File: config.mk
export PLATFORM = sky130hd
export DESIGN_NAME = dbg_port_cmd
export DESIGN_NICKNAME = d
export VERILOG_FILES = /design/src/dbg_port_cmd.v
export VERILOG_INCLUDE_DIRS = /design/src
export SDC_FILE = /design/constraint.sdc
export NUM_CORES = 1
export LEC_CHECK = 0
export BUFFER_PORTS_ARGS = -buffer_cell sky130_fd_sc_hd__buf_2
export CAP_MARGIN = 5
export CELL_PAD_IN_SITES_DETAIL_PLACEMENT = 1
export CELL_PAD_IN_SITES_GLOBAL_PLACEMENT = 1
export CORE_MARGIN = 1.5
export CORE_UTILIZATION = 38
export CTS_BUF_LIST = sky130_fd_sc_hd__clkbuf_8
export CTS_CLUSTER_SIZE = 16
export DETAILED_ROUTE_END_ITERATION = 6
export PLACE_DENSITY = 0.82
export SYNTH_ARGS = -nofsm -noshare
export SYNTH_HDL_FRONTEND = slang
export SYNTH_SLANG_ARGS = --single-unit
File: constraint.sdc
create_clock -name clk -period 6.1 [get_ports clk]
set_input_delay 1.22 -clock clk [delete_from_list [all_inputs] [get_ports clk]]
set_output_delay 1.22 -clock clk [all_outputs]
set_load 0.1 [all_outputs]
File: src/dbg_port_consts.vh
// Constants for the debug port command layer.
// Assumes inclusion by bare name from the command layer module.
`ifndef DBG_PORT_CONSTS_VH
`define DBG_PORT_CONSTS_VH

// Opcode classes, top three bits of the instruction byte
`define OP_DIRECT_LOAD 3'h0
`define OP_INDIRECT_LOAD 3'h1
`define OP_DIRECT_STORE 3'h2
`define OP_INDIRECT_STORE 3'h3
`define OP_CS_LOAD 3'h4
`define OP_REPEAT 3'h5
`define OP_CS_STORE 3'h6
`define OP_KEY 3'h7

// Opcode fields
`define OPF_CLASS_HI 7
`define OPF_CLASS_LO 5
`define OPF_ASIZE 2
`define OPF_DSIZE 0
`define OPF_PTR_HI 3
`define OPF_PTR_LO 2
`define OPF_SIB 2
`define OPF_KSIZE 0
`define PTR_PLAIN 2'h0
`define PTR_POSTINC 2'h1
`define PTR_WRITE 2'h2

// Control and status space offsets
`define CS_CTRLA 4'h2
`define CS_KEY_STATUS 4'h7
`define CS_RESET_REQ 4'h8
`define CS_SYS_STATUS 4'hb

// Control register fields and reset value
`define CTRLA_INTERBYTE_DELAY_ENABLE 7
`define CTRLA_RESET 8'h00

// Key status bit positions
`define KS_ERASE 3
`define KS_PROG 4
`define KS_UROW 5

// System status bit positions
`define SS_LOCK 0
`define SS_USER_ROW_PROGRAMMING_FLAG 2
`define SS_MEMORY_PROGRAMMING_KEY 3
`define SS_RSTSYS 5

// Reset request values
`define RESET_SIGNATURE 8'h59
`define RESET_RELEASE 8'h00
`define RESET_REQ_RESET 8'h00

// Key signatures, least significant byte received first
`define KEY_ERASE 64'h4e564d4572617365
`define KEY_PROG 64'h4e564d50726f6720
`define KEY_UROW 64'h4e564d5573267465

// Link framing, plus brown-out activity codes
`define ACK_BYTE 8'h40
`define KEY_BYTES 5'h08
`define SIB_SHORT_BYTES 5'h08
`define SIB_LONG_BYTES 5'h10
`define IB_IDLE_BITS 8'h02
`define IB_EXTRA_BITS 8'h02
`define GT_MAX_BITS 8'h80
`define GT_NONE 3'h7
`define BOD_ACTIVE_ON 2'h1
`define BOD_ACTIVE_OFF 2'h0

`endif

File: src/dbg_port_cmd.v
// Command layer of a single-wire debug port: instruction decode, repeat,
// keys, info block readout, control space and chip-erase handshake.
// Assumes a byte-level PHY (synch, break, rx/tx bytes) on the same clock.
`timescale 1ns/10ps
`include "dbg_port_consts.vh"

module dbg_port_cmd #(
  // Arbitrary info block contents, byte 0 in the low bits
  parameter [127:0] INFO_BLOCK = 128'h00_3a_00_00_00_00_00_00_20_20_00_00_00_00_00_00
) (
  // Clock and reset
  input wire clk,
  input wire rst,
  // Link receive side
  input wire rx_valid,
  input wire [7:0] rx_data,
  input wire rx_synch,
  input wire rx_break,
  // Link transmit side
  output reg tx_valid,
  output reg [7:0] tx_data,
  output reg [7:0] tx_idle,
  input wire tx_ready,
  // System bus master
  output reg bus_req,
  output reg bus_we,
  output reg [15:0] bus_addr,
  output reg [7:0] bus_wdata,
  input wire bus_ack,
  input wire [7:0] bus_rdata,
  // Register port
  input wire [3:0] reg_addr,
  input wire [7:0] reg_wdata,
  input wire reg_wr,
  input wire reg_rd,
  output reg [7:0] reg_rdata,
  // System control
  input wire lock_in,
  input wire prog_done,
  input wire urow_done,
  input wire port_disable,
  input wire erase_done,
  input wire [2:0] bod_cfg_level,
  output reg sys_reset,
  output reg erase_start,
  output reg bod_force,
  output reg [1:0] bod_active,
  output reg [2:0] bod_level,
  output reg nvm_prog_en,
  output reg urow_prog_en
);

  localparam [3:0] S_IDLE = 4'h0;
  localparam [3:0] S_INSTR = 4'h1;
  localparam [3:0] S_START = 4'h2;
  localparam [3:0] S_ADDR = 4'h3;
  localparam [3:0] S_DATA = 4'h4;
  localparam [3:0] S_BUS = 4'h5;
  localparam [3:0] S_TX = 4'h6;
  localparam [3:0] S_KEY = 4'h7;
  localparam [3:0] S_CSDATA = 4'h8;
  localparam [3:0] S_RPT = 4'h9;

  localparam [1:0] SRC_DATA = 2'h0;
  localparam [1:0] SRC_INFO = 2'h1;
  localparam [1:0] SRC_BYTE = 2'h2;

  reg [3:0] state_r;
  reg [7:0] op_r;
  reg [7:0] rpt_r;
  reg [4:0] cnt_r;
  reg [4:0] idx_r;
  reg [15:0] addr_r;
  reg [15:0] ptr_r;
  reg [15:0] data_r;
  reg [63:0] key_sr_r;
  reg [1:0] src_r;
  reg [7:0] byte_r;
  reg first_r;
  reg [7:0] ctrla_r;
  reg [7:0] reset_req_r;
  reg erase_key_r;
  reg prog_key_r;
  reg urow_key_r;
  reg lock_r;

  wire [2:0] op_class = op_r[`OPF_CLASS_HI:`OPF_CLASS_LO];
  wire [1:0] ptr_mode = op_r[`OPF_PTR_HI:`OPF_PTR_LO];
  wire [4:0] dbytes = op_r[`OPF_DSIZE] ? 5'h02 : 5'h01;
  wire [4:0] abytes = op_r[`OPF_ASIZE] ? 5'h02 : 5'h01;
  wire last_idx = (idx_r + 5'h01 == cnt_r);
  wire [63:0] key_next = {rx_data, key_sr_r[63:8]};

  // Control-space read view, shared by the link and the register port
  function [7:0] cs_read;
    input [3:0] a;
    begin
      cs_read = 8'h00;
      case (a)
        `CS_CTRLA: cs_read = ctrla_r;
        `CS_KEY_STATUS: begin
          cs_read[`KS_ERASE] = erase_key_r;
          cs_read[`KS_PROG] = prog_key_r;
          cs_read[`KS_UROW] = urow_key_r;
        end
        `CS_RESET_REQ: cs_read = reset_req_r;
        `CS_SYS_STATUS: begin
          cs_read[`SS_LOCK] = lock_r;
          cs_read[`SS_USER_ROW_PROGRAMMING_FLAG] = urow_prog_en;
          cs_read[`SS_MEMORY_PROGRAMMING_KEY] = nvm_prog_en;
          cs_read[`SS_RSTSYS] = sys_reset;
        end
        default: cs_read = 8'h00;
      endcase
    end
  endfunction

  // Idle bits before the first byte after turnaround
  function [7:0] guard_bits;
    input [2:0] g;
    begin
      if (g == `GT_NONE)
        guard_bits = 8'h00;
      else
        guard_bits = `GT_MAX_BITS >> g;
    end
  endfunction

  // Control-space writer: link store wins over a colliding port write
  wire link_cs_we = (state_r == S_CSDATA) && rx_valid && !rx_break;
  wire cs_we = link_cs_we || reg_wr;
  wire [3:0] cs_wa = link_cs_we ? op_r[3:0] : reg_addr;
  wire [7:0] cs_wd = link_cs_we ? rx_data : reg_wdata;
  wire rst_release = cs_we && (cs_wa == `CS_RESET_REQ) &&
    (cs_wd == `RESET_RELEASE) && sys_reset;
  wire key_done = (state_r == S_KEY) && rx_valid && !rx_break && last_idx;
  wire urow_clr = cs_we && (cs_wa == `CS_KEY_STATUS) && cs_wd[`KS_UROW];

  always @(posedge clk) begin
    if (rst) begin
      ctrla_r <= `CTRLA_RESET;
      reset_req_r <= `RESET_REQ_RESET;
      sys_reset <= 1'b0;
      reg_rdata <= 8'h00;
    end else begin
      if (reg_rd)
        reg_rdata <= cs_read(reg_addr);
      else
        reg_rdata <= 8'h00;
      if (cs_we && cs_wa == `CS_CTRLA)
        ctrla_r <= cs_wd;
      if (cs_we && cs_wa == `CS_RESET_REQ) begin
        reset_req_r <= cs_wd;
        if (cs_wd == `RESET_SIGNATURE)
          sys_reset <= 1'b1;
        else if (cs_wd == `RESET_RELEASE)
          sys_reset <= 1'b0;
      end
    end
  end

  // Keys, protected modes and the erase handshake
  always @(posedge clk) begin
    if (rst) begin
      erase_key_r <= 1'b0;
      prog_key_r <= 1'b0;
      urow_key_r <= 1'b0;
      lock_r <= 1'b1;
      erase_start <= 1'b0;
      bod_force <= 1'b0;
      bod_active <= `BOD_ACTIVE_OFF;
      bod_level <= 3'h0;
      nvm_prog_en <= 1'b0;
      urow_prog_en <= 1'b0;
    end else begin
      lock_r <= lock_in;
      bod_level <= bod_cfg_level;
      if (port_disable)
        erase_key_r <= 1'b0;
      if (prog_done) begin
        prog_key_r <= 1'b0;
        nvm_prog_en <= 1'b0;
      end
      if (urow_clr)
        urow_key_r <= 1'b0;
      if (urow_done)
        urow_prog_en <= 1'b0;
      // Set after clear so a match in the clear cycle is kept
      if (key_done) begin
        if (key_next == `KEY_ERASE)
          erase_key_r <= 1'b1;
        if (key_next == `KEY_PROG)
          prog_key_r <= 1'b1;
        if (key_next == `KEY_UROW)
          urow_key_r <= 1'b1;
      end
      if (rst_release) begin
        if (erase_key_r) begin
          erase_start <= 1'b1;
          bod_force <= 1'b1;
          bod_active <= `BOD_ACTIVE_ON;
        end
        if (prog_key_r && !lock_r)
          nvm_prog_en <= 1'b1;
        if (urow_key_r && lock_r)
          urow_prog_en <= 1'b1;
      end
      if (erase_start && erase_done) begin
        erase_start <= 1'b0;
        bod_force <= 1'b0;
        bod_active <= `BOD_ACTIVE_OFF;
      end
      if (!prog_key_r)
        nvm_prog_en <= 1'b0;
    end
  end

  // Instruction sequencer
  always @(posedge clk) begin
    if (rst) begin
      state_r <= S_IDLE;
      op_r <= 8'h00;
      rpt_r <= 8'h00;
      cnt_r <= 5'h00;
      idx_r <= 5'h00;
      addr_r <= 16'h0000;
      ptr_r <= 16'h0000;
      data_r <= 16'h0000;
      key_sr_r <= 64'h0;
      src_r <= SRC_DATA;
      byte_r <= 8'h00;
      first_r <= 1'b0;
      tx_valid <= 1'b0;
      tx_data <= 8'h00;
      tx_idle <= 8'h00;
      bus_req <= 1'b0;
      bus_we <= 1'b0;
      bus_addr <= 16'h0000;
      bus_wdata <= 8'h00;
    end else if (rx_break) begin
      // Abandons any bus cycle; the slave must tolerate a dropped request
      state_r <= S_IDLE;
      rpt_r <= 8'h00;
      tx_valid <= 1'b0;
      bus_req <= 1'b0;
    end else begin
      case (state_r)
        S_IDLE: begin
          if (rx_synch)
            state_r <= S_INSTR;
        end
        S_INSTR: begin
          if (rx_valid) begin
            op_r <= rx_data;
            state_r <= S_START;
          end
        end
        S_START: begin
          idx_r <= 5'h00;
          first_r <= 1'b1;
          addr_r <= 16'h0000;
          data_r <= 16'h0000;
          case (op_class)
            `OP_DIRECT_LOAD, `OP_DIRECT_STORE: begin
              cnt_r <= abytes;
              state_r <= S_ADDR;
            end
            `OP_INDIRECT_LOAD: begin
              addr_r <= ptr_r;
              cnt_r <= dbytes;
              state_r <= S_BUS;
            end
            `OP_INDIRECT_STORE: begin
              addr_r <= ptr_r;
              cnt_r <= (ptr_mode == `PTR_WRITE) ? abytes : dbytes;
              state_r <= (ptr_mode == `PTR_WRITE) ? S_ADDR : S_DATA;
            end
            `OP_CS_LOAD: begin
              byte_r <= cs_read(op_r[3:0]);
              src_r <= SRC_BYTE;
              cnt_r <= 5'h01;
              state_r <= S_TX;
            end
            `OP_CS_STORE: state_r <= S_CSDATA;
            `OP_REPEAT: state_r <= S_RPT;
            `OP_KEY: begin
              if (op_r[`OPF_SIB]) begin
                src_r <= SRC_INFO;
                cnt_r <= op_r[`OPF_KSIZE] ? `SIB_LONG_BYTES :
                  `SIB_SHORT_BYTES;
                state_r <= S_TX;
              end else begin
                cnt_r <= `KEY_BYTES;
                state_r <= S_KEY;
              end
            end
            default: state_r <= S_IDLE;
          endcase
        end
        S_ADDR: begin
          if (rx_valid) begin
            if (idx_r == 5'h00)
              addr_r <= {8'h00, rx_data};
            else
              addr_r <= {rx_data, addr_r[7:0]};
            idx_r <= idx_r + 5'h01;
            if (last_idx) begin
              idx_r <= 5'h00;
              cnt_r <= dbytes;
              if (op_class == `OP_INDIRECT_STORE) begin
                ptr_r <= (idx_r == 5'h00) ? {8'h00, rx_data} :
                  {rx_data, addr_r[7:0]};
                byte_r <= `ACK_BYTE;
                src_r <= SRC_BYTE;
                cnt_r <= 5'h01;
                state_r <= S_TX;
              end else if (op_class == `OP_DIRECT_STORE) begin
                state_r <= S_DATA;
              end else begin
                state_r <= S_BUS;
              end
            end
          end
        end
        S_DATA: begin
          if (rx_valid) begin
            if (idx_r == 5'h00)
              data_r <= {8'h00, rx_data};
            else
              data_r <= {rx_data, data_r[7:0]};
            idx_r <= last_idx ? 5'h00 : idx_r + 5'h01;
            if (last_idx)
              state_r <= S_BUS;
          end
        end
        S_BUS: begin
          if (lock_r) begin
            // Locked: no bus cycle, loads return zero, stores stay silent
            idx_r <= 5'h00;
            data_r <= 16'h0000;
            src_r <= SRC_DATA;
            if (op_class == `OP_DIRECT_LOAD ||
                op_class == `OP_INDIRECT_LOAD) begin
              state_r <= S_TX;
            end else begin
              // Loads count down in S_TX
              state_r <= (rpt_r != 8'h00) ? S_START : S_IDLE;
              if (rpt_r != 8'h00)
                rpt_r <= rpt_r - 8'h01;
            end
          end else if (bus_req) begin
            if (bus_ack) begin
              bus_req <= 1'b0;
              if (!bus_we) begin
                if (idx_r == 5'h00)
                  data_r[7:0] <= bus_rdata;
                else
                  data_r[15:8] <= bus_rdata;
              end
              idx_r <= idx_r + 5'h01;
            end
          end else if (idx_r == cnt_r) begin
            idx_r <= 5'h00;
            if (op_class[2:0] == `OP_INDIRECT_LOAD ||
                op_class[2:0] == `OP_INDIRECT_STORE) begin
              if (ptr_mode == `PTR_POSTINC)
                ptr_r <= ptr_r + {11'h000, cnt_r};
            end
            if (op_class == `OP_DIRECT_LOAD ||
                op_class == `OP_INDIRECT_LOAD) begin
              src_r <= SRC_DATA;
            end else begin
              byte_r <= `ACK_BYTE;
              src_r <= SRC_BYTE;
              cnt_r <= 5'h01;
            end
            state_r <= S_TX;
          end else begin
            bus_req <= 1'b1;
            bus_we <= (op_class == `OP_DIRECT_STORE) ||
              (op_class == `OP_INDIRECT_STORE);
            bus_addr <= addr_r + {11'h000, idx_r};
            bus_wdata <= (idx_r == 5'h00) ? data_r[7:0] : data_r[15:8];
          end
        end
        S_TX: begin
          if (!tx_valid) begin
            tx_valid <= 1'b1;
            case (src_r)
              SRC_INFO: tx_data <= INFO_BLOCK[{idx_r[3:0], 3'h0} +: 8];
              SRC_BYTE: tx_data <= byte_r;
              default: tx_data <= idx_r[0] ? data_r[15:8] : data_r[7:0];
            endcase
            if (first_r)
              tx_idle <= guard_bits(ctrla_r[2:0]);
            else if (ctrla_r[`CTRLA_INTERBYTE_DELAY_ENABLE])
              tx_idle <= `IB_IDLE_BITS + `IB_EXTRA_BITS;
            else
              tx_idle <= `IB_IDLE_BITS;
          end else if (tx_ready) begin
            tx_valid <= 1'b0;
            first_r <= 1'b0;
            idx_r <= idx_r + 5'h01;
            if (last_idx) begin
              if (rpt_r != 8'h00) begin
                rpt_r <= rpt_r - 8'h01;
                state_r <= S_START;
              end else begin
                state_r <= S_IDLE;
              end
            end
          end
        end
        S_KEY: begin
          if (rx_valid) begin
            key_sr_r <= key_next;
            idx_r <= idx_r + 5'h01;
            if (last_idx) begin
              if (rpt_r != 8'h00) begin
                rpt_r <= rpt_r - 8'h01;
                state_r <= S_START;
              end else begin
                state_r <= S_IDLE;
              end
            end
          end
        end
        S_CSDATA: begin
          if (rx_valid) begin
            if (rpt_r != 8'h00) begin
              rpt_r <= rpt_r - 8'h01;
              state_r <= S_START;
            end else begin
              state_r <= S_IDLE;
            end
          end
        end
        S_RPT: begin
          if (rx_valid) begin
            rpt_r <= rx_data;
            state_r <= S_IDLE;
          end
        end
        default: state_r <= S_IDLE;
      endcase
    end
  end

endmodule // dbg_port_cmd

==> metrics.txt <==
first-pass detailed-route iteration total 6; combinational fraction of design power 7.6%; PwrDens approximately 260 nW/um^2; area of the multi-input gates 6479 um^2; CTS Buffer Depth 3; critical path class register to register; Initial Util 38.51%; Core Box Area roughly 30000 um^2; CTS tree built; MaxCap Viol Count 0; DR vias about 11000; first-pass GRT wire length between 60000 and 70000 um; Lkg Pwr about 4.8 nW; post-route setup slack 1.824 ns; Nets between 1500 and 2000; total wire length 38840 um; Post-CTS Repair Setup Buffers 0; final setup vio count 0; Max Slew Vio Count 0; Num Clock Sinks 220; hold crit path type register to register; antenna-violating nets left 0; post-synth cell types 73; RePlAce Congestion slightly below 0.9; Final Hold Viols 0; status finished, final reports clean; port buffer count approximately 100; Peak VDD IR 187.8 uV; Pint between 2 and 2.5 mW; Congestion Overflow GR 0; Worst-path clk slew approximately 0.060 ns; setup TNS 0 ns; WP data required ~6.6 ns; Root Buffer clkbuf_8; vias in the first global route 11360; synth warn 0; Worst Setup End Kind register; power share of the clock group between 40% and 50%; Synth Flop Type dfxtp_1; layout cells sized above 1 approximately an eighth; mapped cell area about 11000 um^2; # fillers roughly 3700; Vias/cell roughly 5.8; pre-CTS WS 1.990 ns; initial antenna violation count 2; Ports 106; Max H-tree Level 2; Slew HR about a quarter; switching share of power between 20% and 30%; Core Rows between 60 and 70; share of flip-flops with an asynchronous set or reset 0%; NetSw 0.8713 mW; Avg Inst Size Synth slightly below 8 um^2; Die H between 150 and 200 um; Cells after Synth approximately 1500; Sequential Power Share 44.2%; RSZ-0062 raised after global routing no; Iter 0 DRT Violations 968; final period utilization a little over two thirds; Worst Skew between 0.03 and 0.04 ns; synthesis-to-layout area growth 14.21%; Arrival @ worst endpoint roughly 4.8 ns; GRT Total Usage between 20% and 30%; CP Launch Type register; FF/Latch Area 4404 um^2; Period minus WS final about 4.3 ns; number of cells upsized or downsized after cts 0; Post-DP HPWL about 27000 um; worst slew pin tran 1.151 ns; WL/cell between 20 and 25 um; #FFs+latches synth 220; full die area slightly above 30000 um^2; post-cts hold buffer count 0; largest fanout on the critical path 29; Post-synth EDFFs 0; Die W 176.1 um; max frequency 233.9 MHz; total CTS buffers 41; pin count of the biggest net entering global routing 80; DR DRC count 0; Worst-Skew Late Latency between 0.5 and 0.6 ns; sequential area share after synthesis between 30% and 40%
==> cells in the mapped netlist (all sizes together), types with 5 or more instances <==
cell / number / area (um^2)
clkbuf: 97 / 365.4
o211ai: 11 / 82.58
a22oi: 16 / 120.1
nor3: 33 / 165.2
nor2b: 19 / 118.9
or2: 5 / 31.28
o31ai: 11 / 82.58
o32ai: 8 / 77.58
nand4: 14 / 87.58
and2: 7 / 43.79
nor2: 176 / 660.6
a21oi: 169 / 845.8
or4: 5 / 37.54
a31oi: 11 / 68.82
buf: 20 / 95.09
a211oi: 35 / 262.8
nor4bb: 5 / 50.05
mux2i: 55 / 550.5
or3: 13 / 81.33
inv: 22 / 82.58
dfxtp: 220 / 4404
a21o: 11 / 82.58
nand2: 228 / 855.8
xnor2: 18 / 157.7
nor4: 16 / 106.4
ha: 16 / 200.2
nand4b: 5 / 43.79
o21ai: 50 / 250.2
and4: 5 / 43.79
nor4b: 9 / 78.83
a311oi: 20 / 175.2
nor3b: 8 / 60.06
nand3: 39 / 195.2
nand2b: 18 / 112.6
a31o: 10 / 87.58
xor2: 7 / 61.31
and3: 8 / 50.05
==> power groups by stage <==
stage / Clock [mW] / Sequential, mW / Combinational (mW)
floorplan: 0 / 1.50 / 0.169
global placement: 0 / 1.50 / 0.244
detailed placement: 0 / 1.50 / 0.251
CTS: 1.63 / 1.47 / 0.252
global route: 1.70 / 1.48 / 0.275
finish: 1.61 / 1.47 / 0.255
==> per-layer routing <==
metal | up-vias | GRT usage (%) | share of wire (%)
li1 | 5360 | - | -
met2 | 355 | 41.78 | 48
met1 | 5528 | 31.29 | 43
met4 | 2 | 9.117 | 3.0
met5 | - | 0 | 0.033
met3 | 91 | 4.479 | 6.4
==> sequential cells by signal (all words and copies together), names as in the netlist, 4 cells and up <==
register	flops
state_r	4
ctrla_r	8
byte_r	8
data_r	16
tx_idle	7
reg_rdata	8
bus_wdata	8
cnt_r	4
key_sr_r	56
tx_data	8
reset_req_r	8
rpt_r	8
idx_r	5
ptr_r	16
bus_addr	16
op_r	7
addr_r	16
==> logic make-up (layout without fill, tap and decap cells) <==
group	Yosys count	count (layout)	synth area share, %
adders and majority gates	18	18	2.110
AOI/OAI and AO/OA	393	393	21.96
and+or+nand+nor	624	624	25.68
DFF	220	220	38.69
other	1	3	0.03294
buffers and inverters	139	211	4.770
muxes	55	55	4.836
xor gates and xnor gates	25	25	1.923
==> cell usage in the layout, fill, tap and decap left out, types with 18 or more instances in the layout <==
master,count
inv_1,30
nor3_1,32
nand2b_1,18
a311oi_1,20
a21oi_1,169
nor2_1,176
nor2b_1,19
xnor2_1,18
mux2i_1,55
nand2_1,228
nand3_1,39
buf_2,102
dfxtp_1,220
clkbuf_8,56
a211oi_1,35
o21ai_0,49
==> cell type report <==
class / instances / share of cell area, %
multi-input combinational: 1117 / 49.83
sequential: 220 / 33.88
clock buffer: 56 / 5.928
timing repair buffer: 117 / 4.821
tap: 390 / 3.753
clock inverter: 16 / 1.136
inverter: 22 / 0.6352
antenna: 1 / 0.01925
==> worst paths after layout <==
check	end	start	depth (start not counted)	slack, ns
setup / recovery	byte_r[4]	state_r[2]	6	1.82
hold / removal	key_sr_r[13]	key_sr_r[13]	2	0.45
setup reg to reg	byte_r[4]	state_r[2]	6	1.82
hold reg to reg	key_sr_r[13]	key_sr_r[13]	2	0.45
==> critical path, stage by stage (launching register included) <==
cell and delay [ns]:
dfxtp_1 0.73, or4bb_1 1.05, nor2_1 0.81, a31o_2 0.28
nand4_1 0.59, or3_1 0.60, a21oi_1 0.13
==> stage by stage <==
step	util (%)	area [um^2]	power, mW	hold WS [ns]	cells
3_5_place_dp	40.87	12080	1.756	0.4471	1866
2_1_floorplan	-	11390	1.673	0.4316	1476
6_report	43.98	13000	3.338	0.4525	1939
4_1_cts	43.97	13000	3.359	0.4556	1938
5_1_grt	43.97	13000	3.449	0.4853	1938
3_3_place_gp	40.87	12080	1.748	0.4424	1866
(Power assumes the default switching activity.)
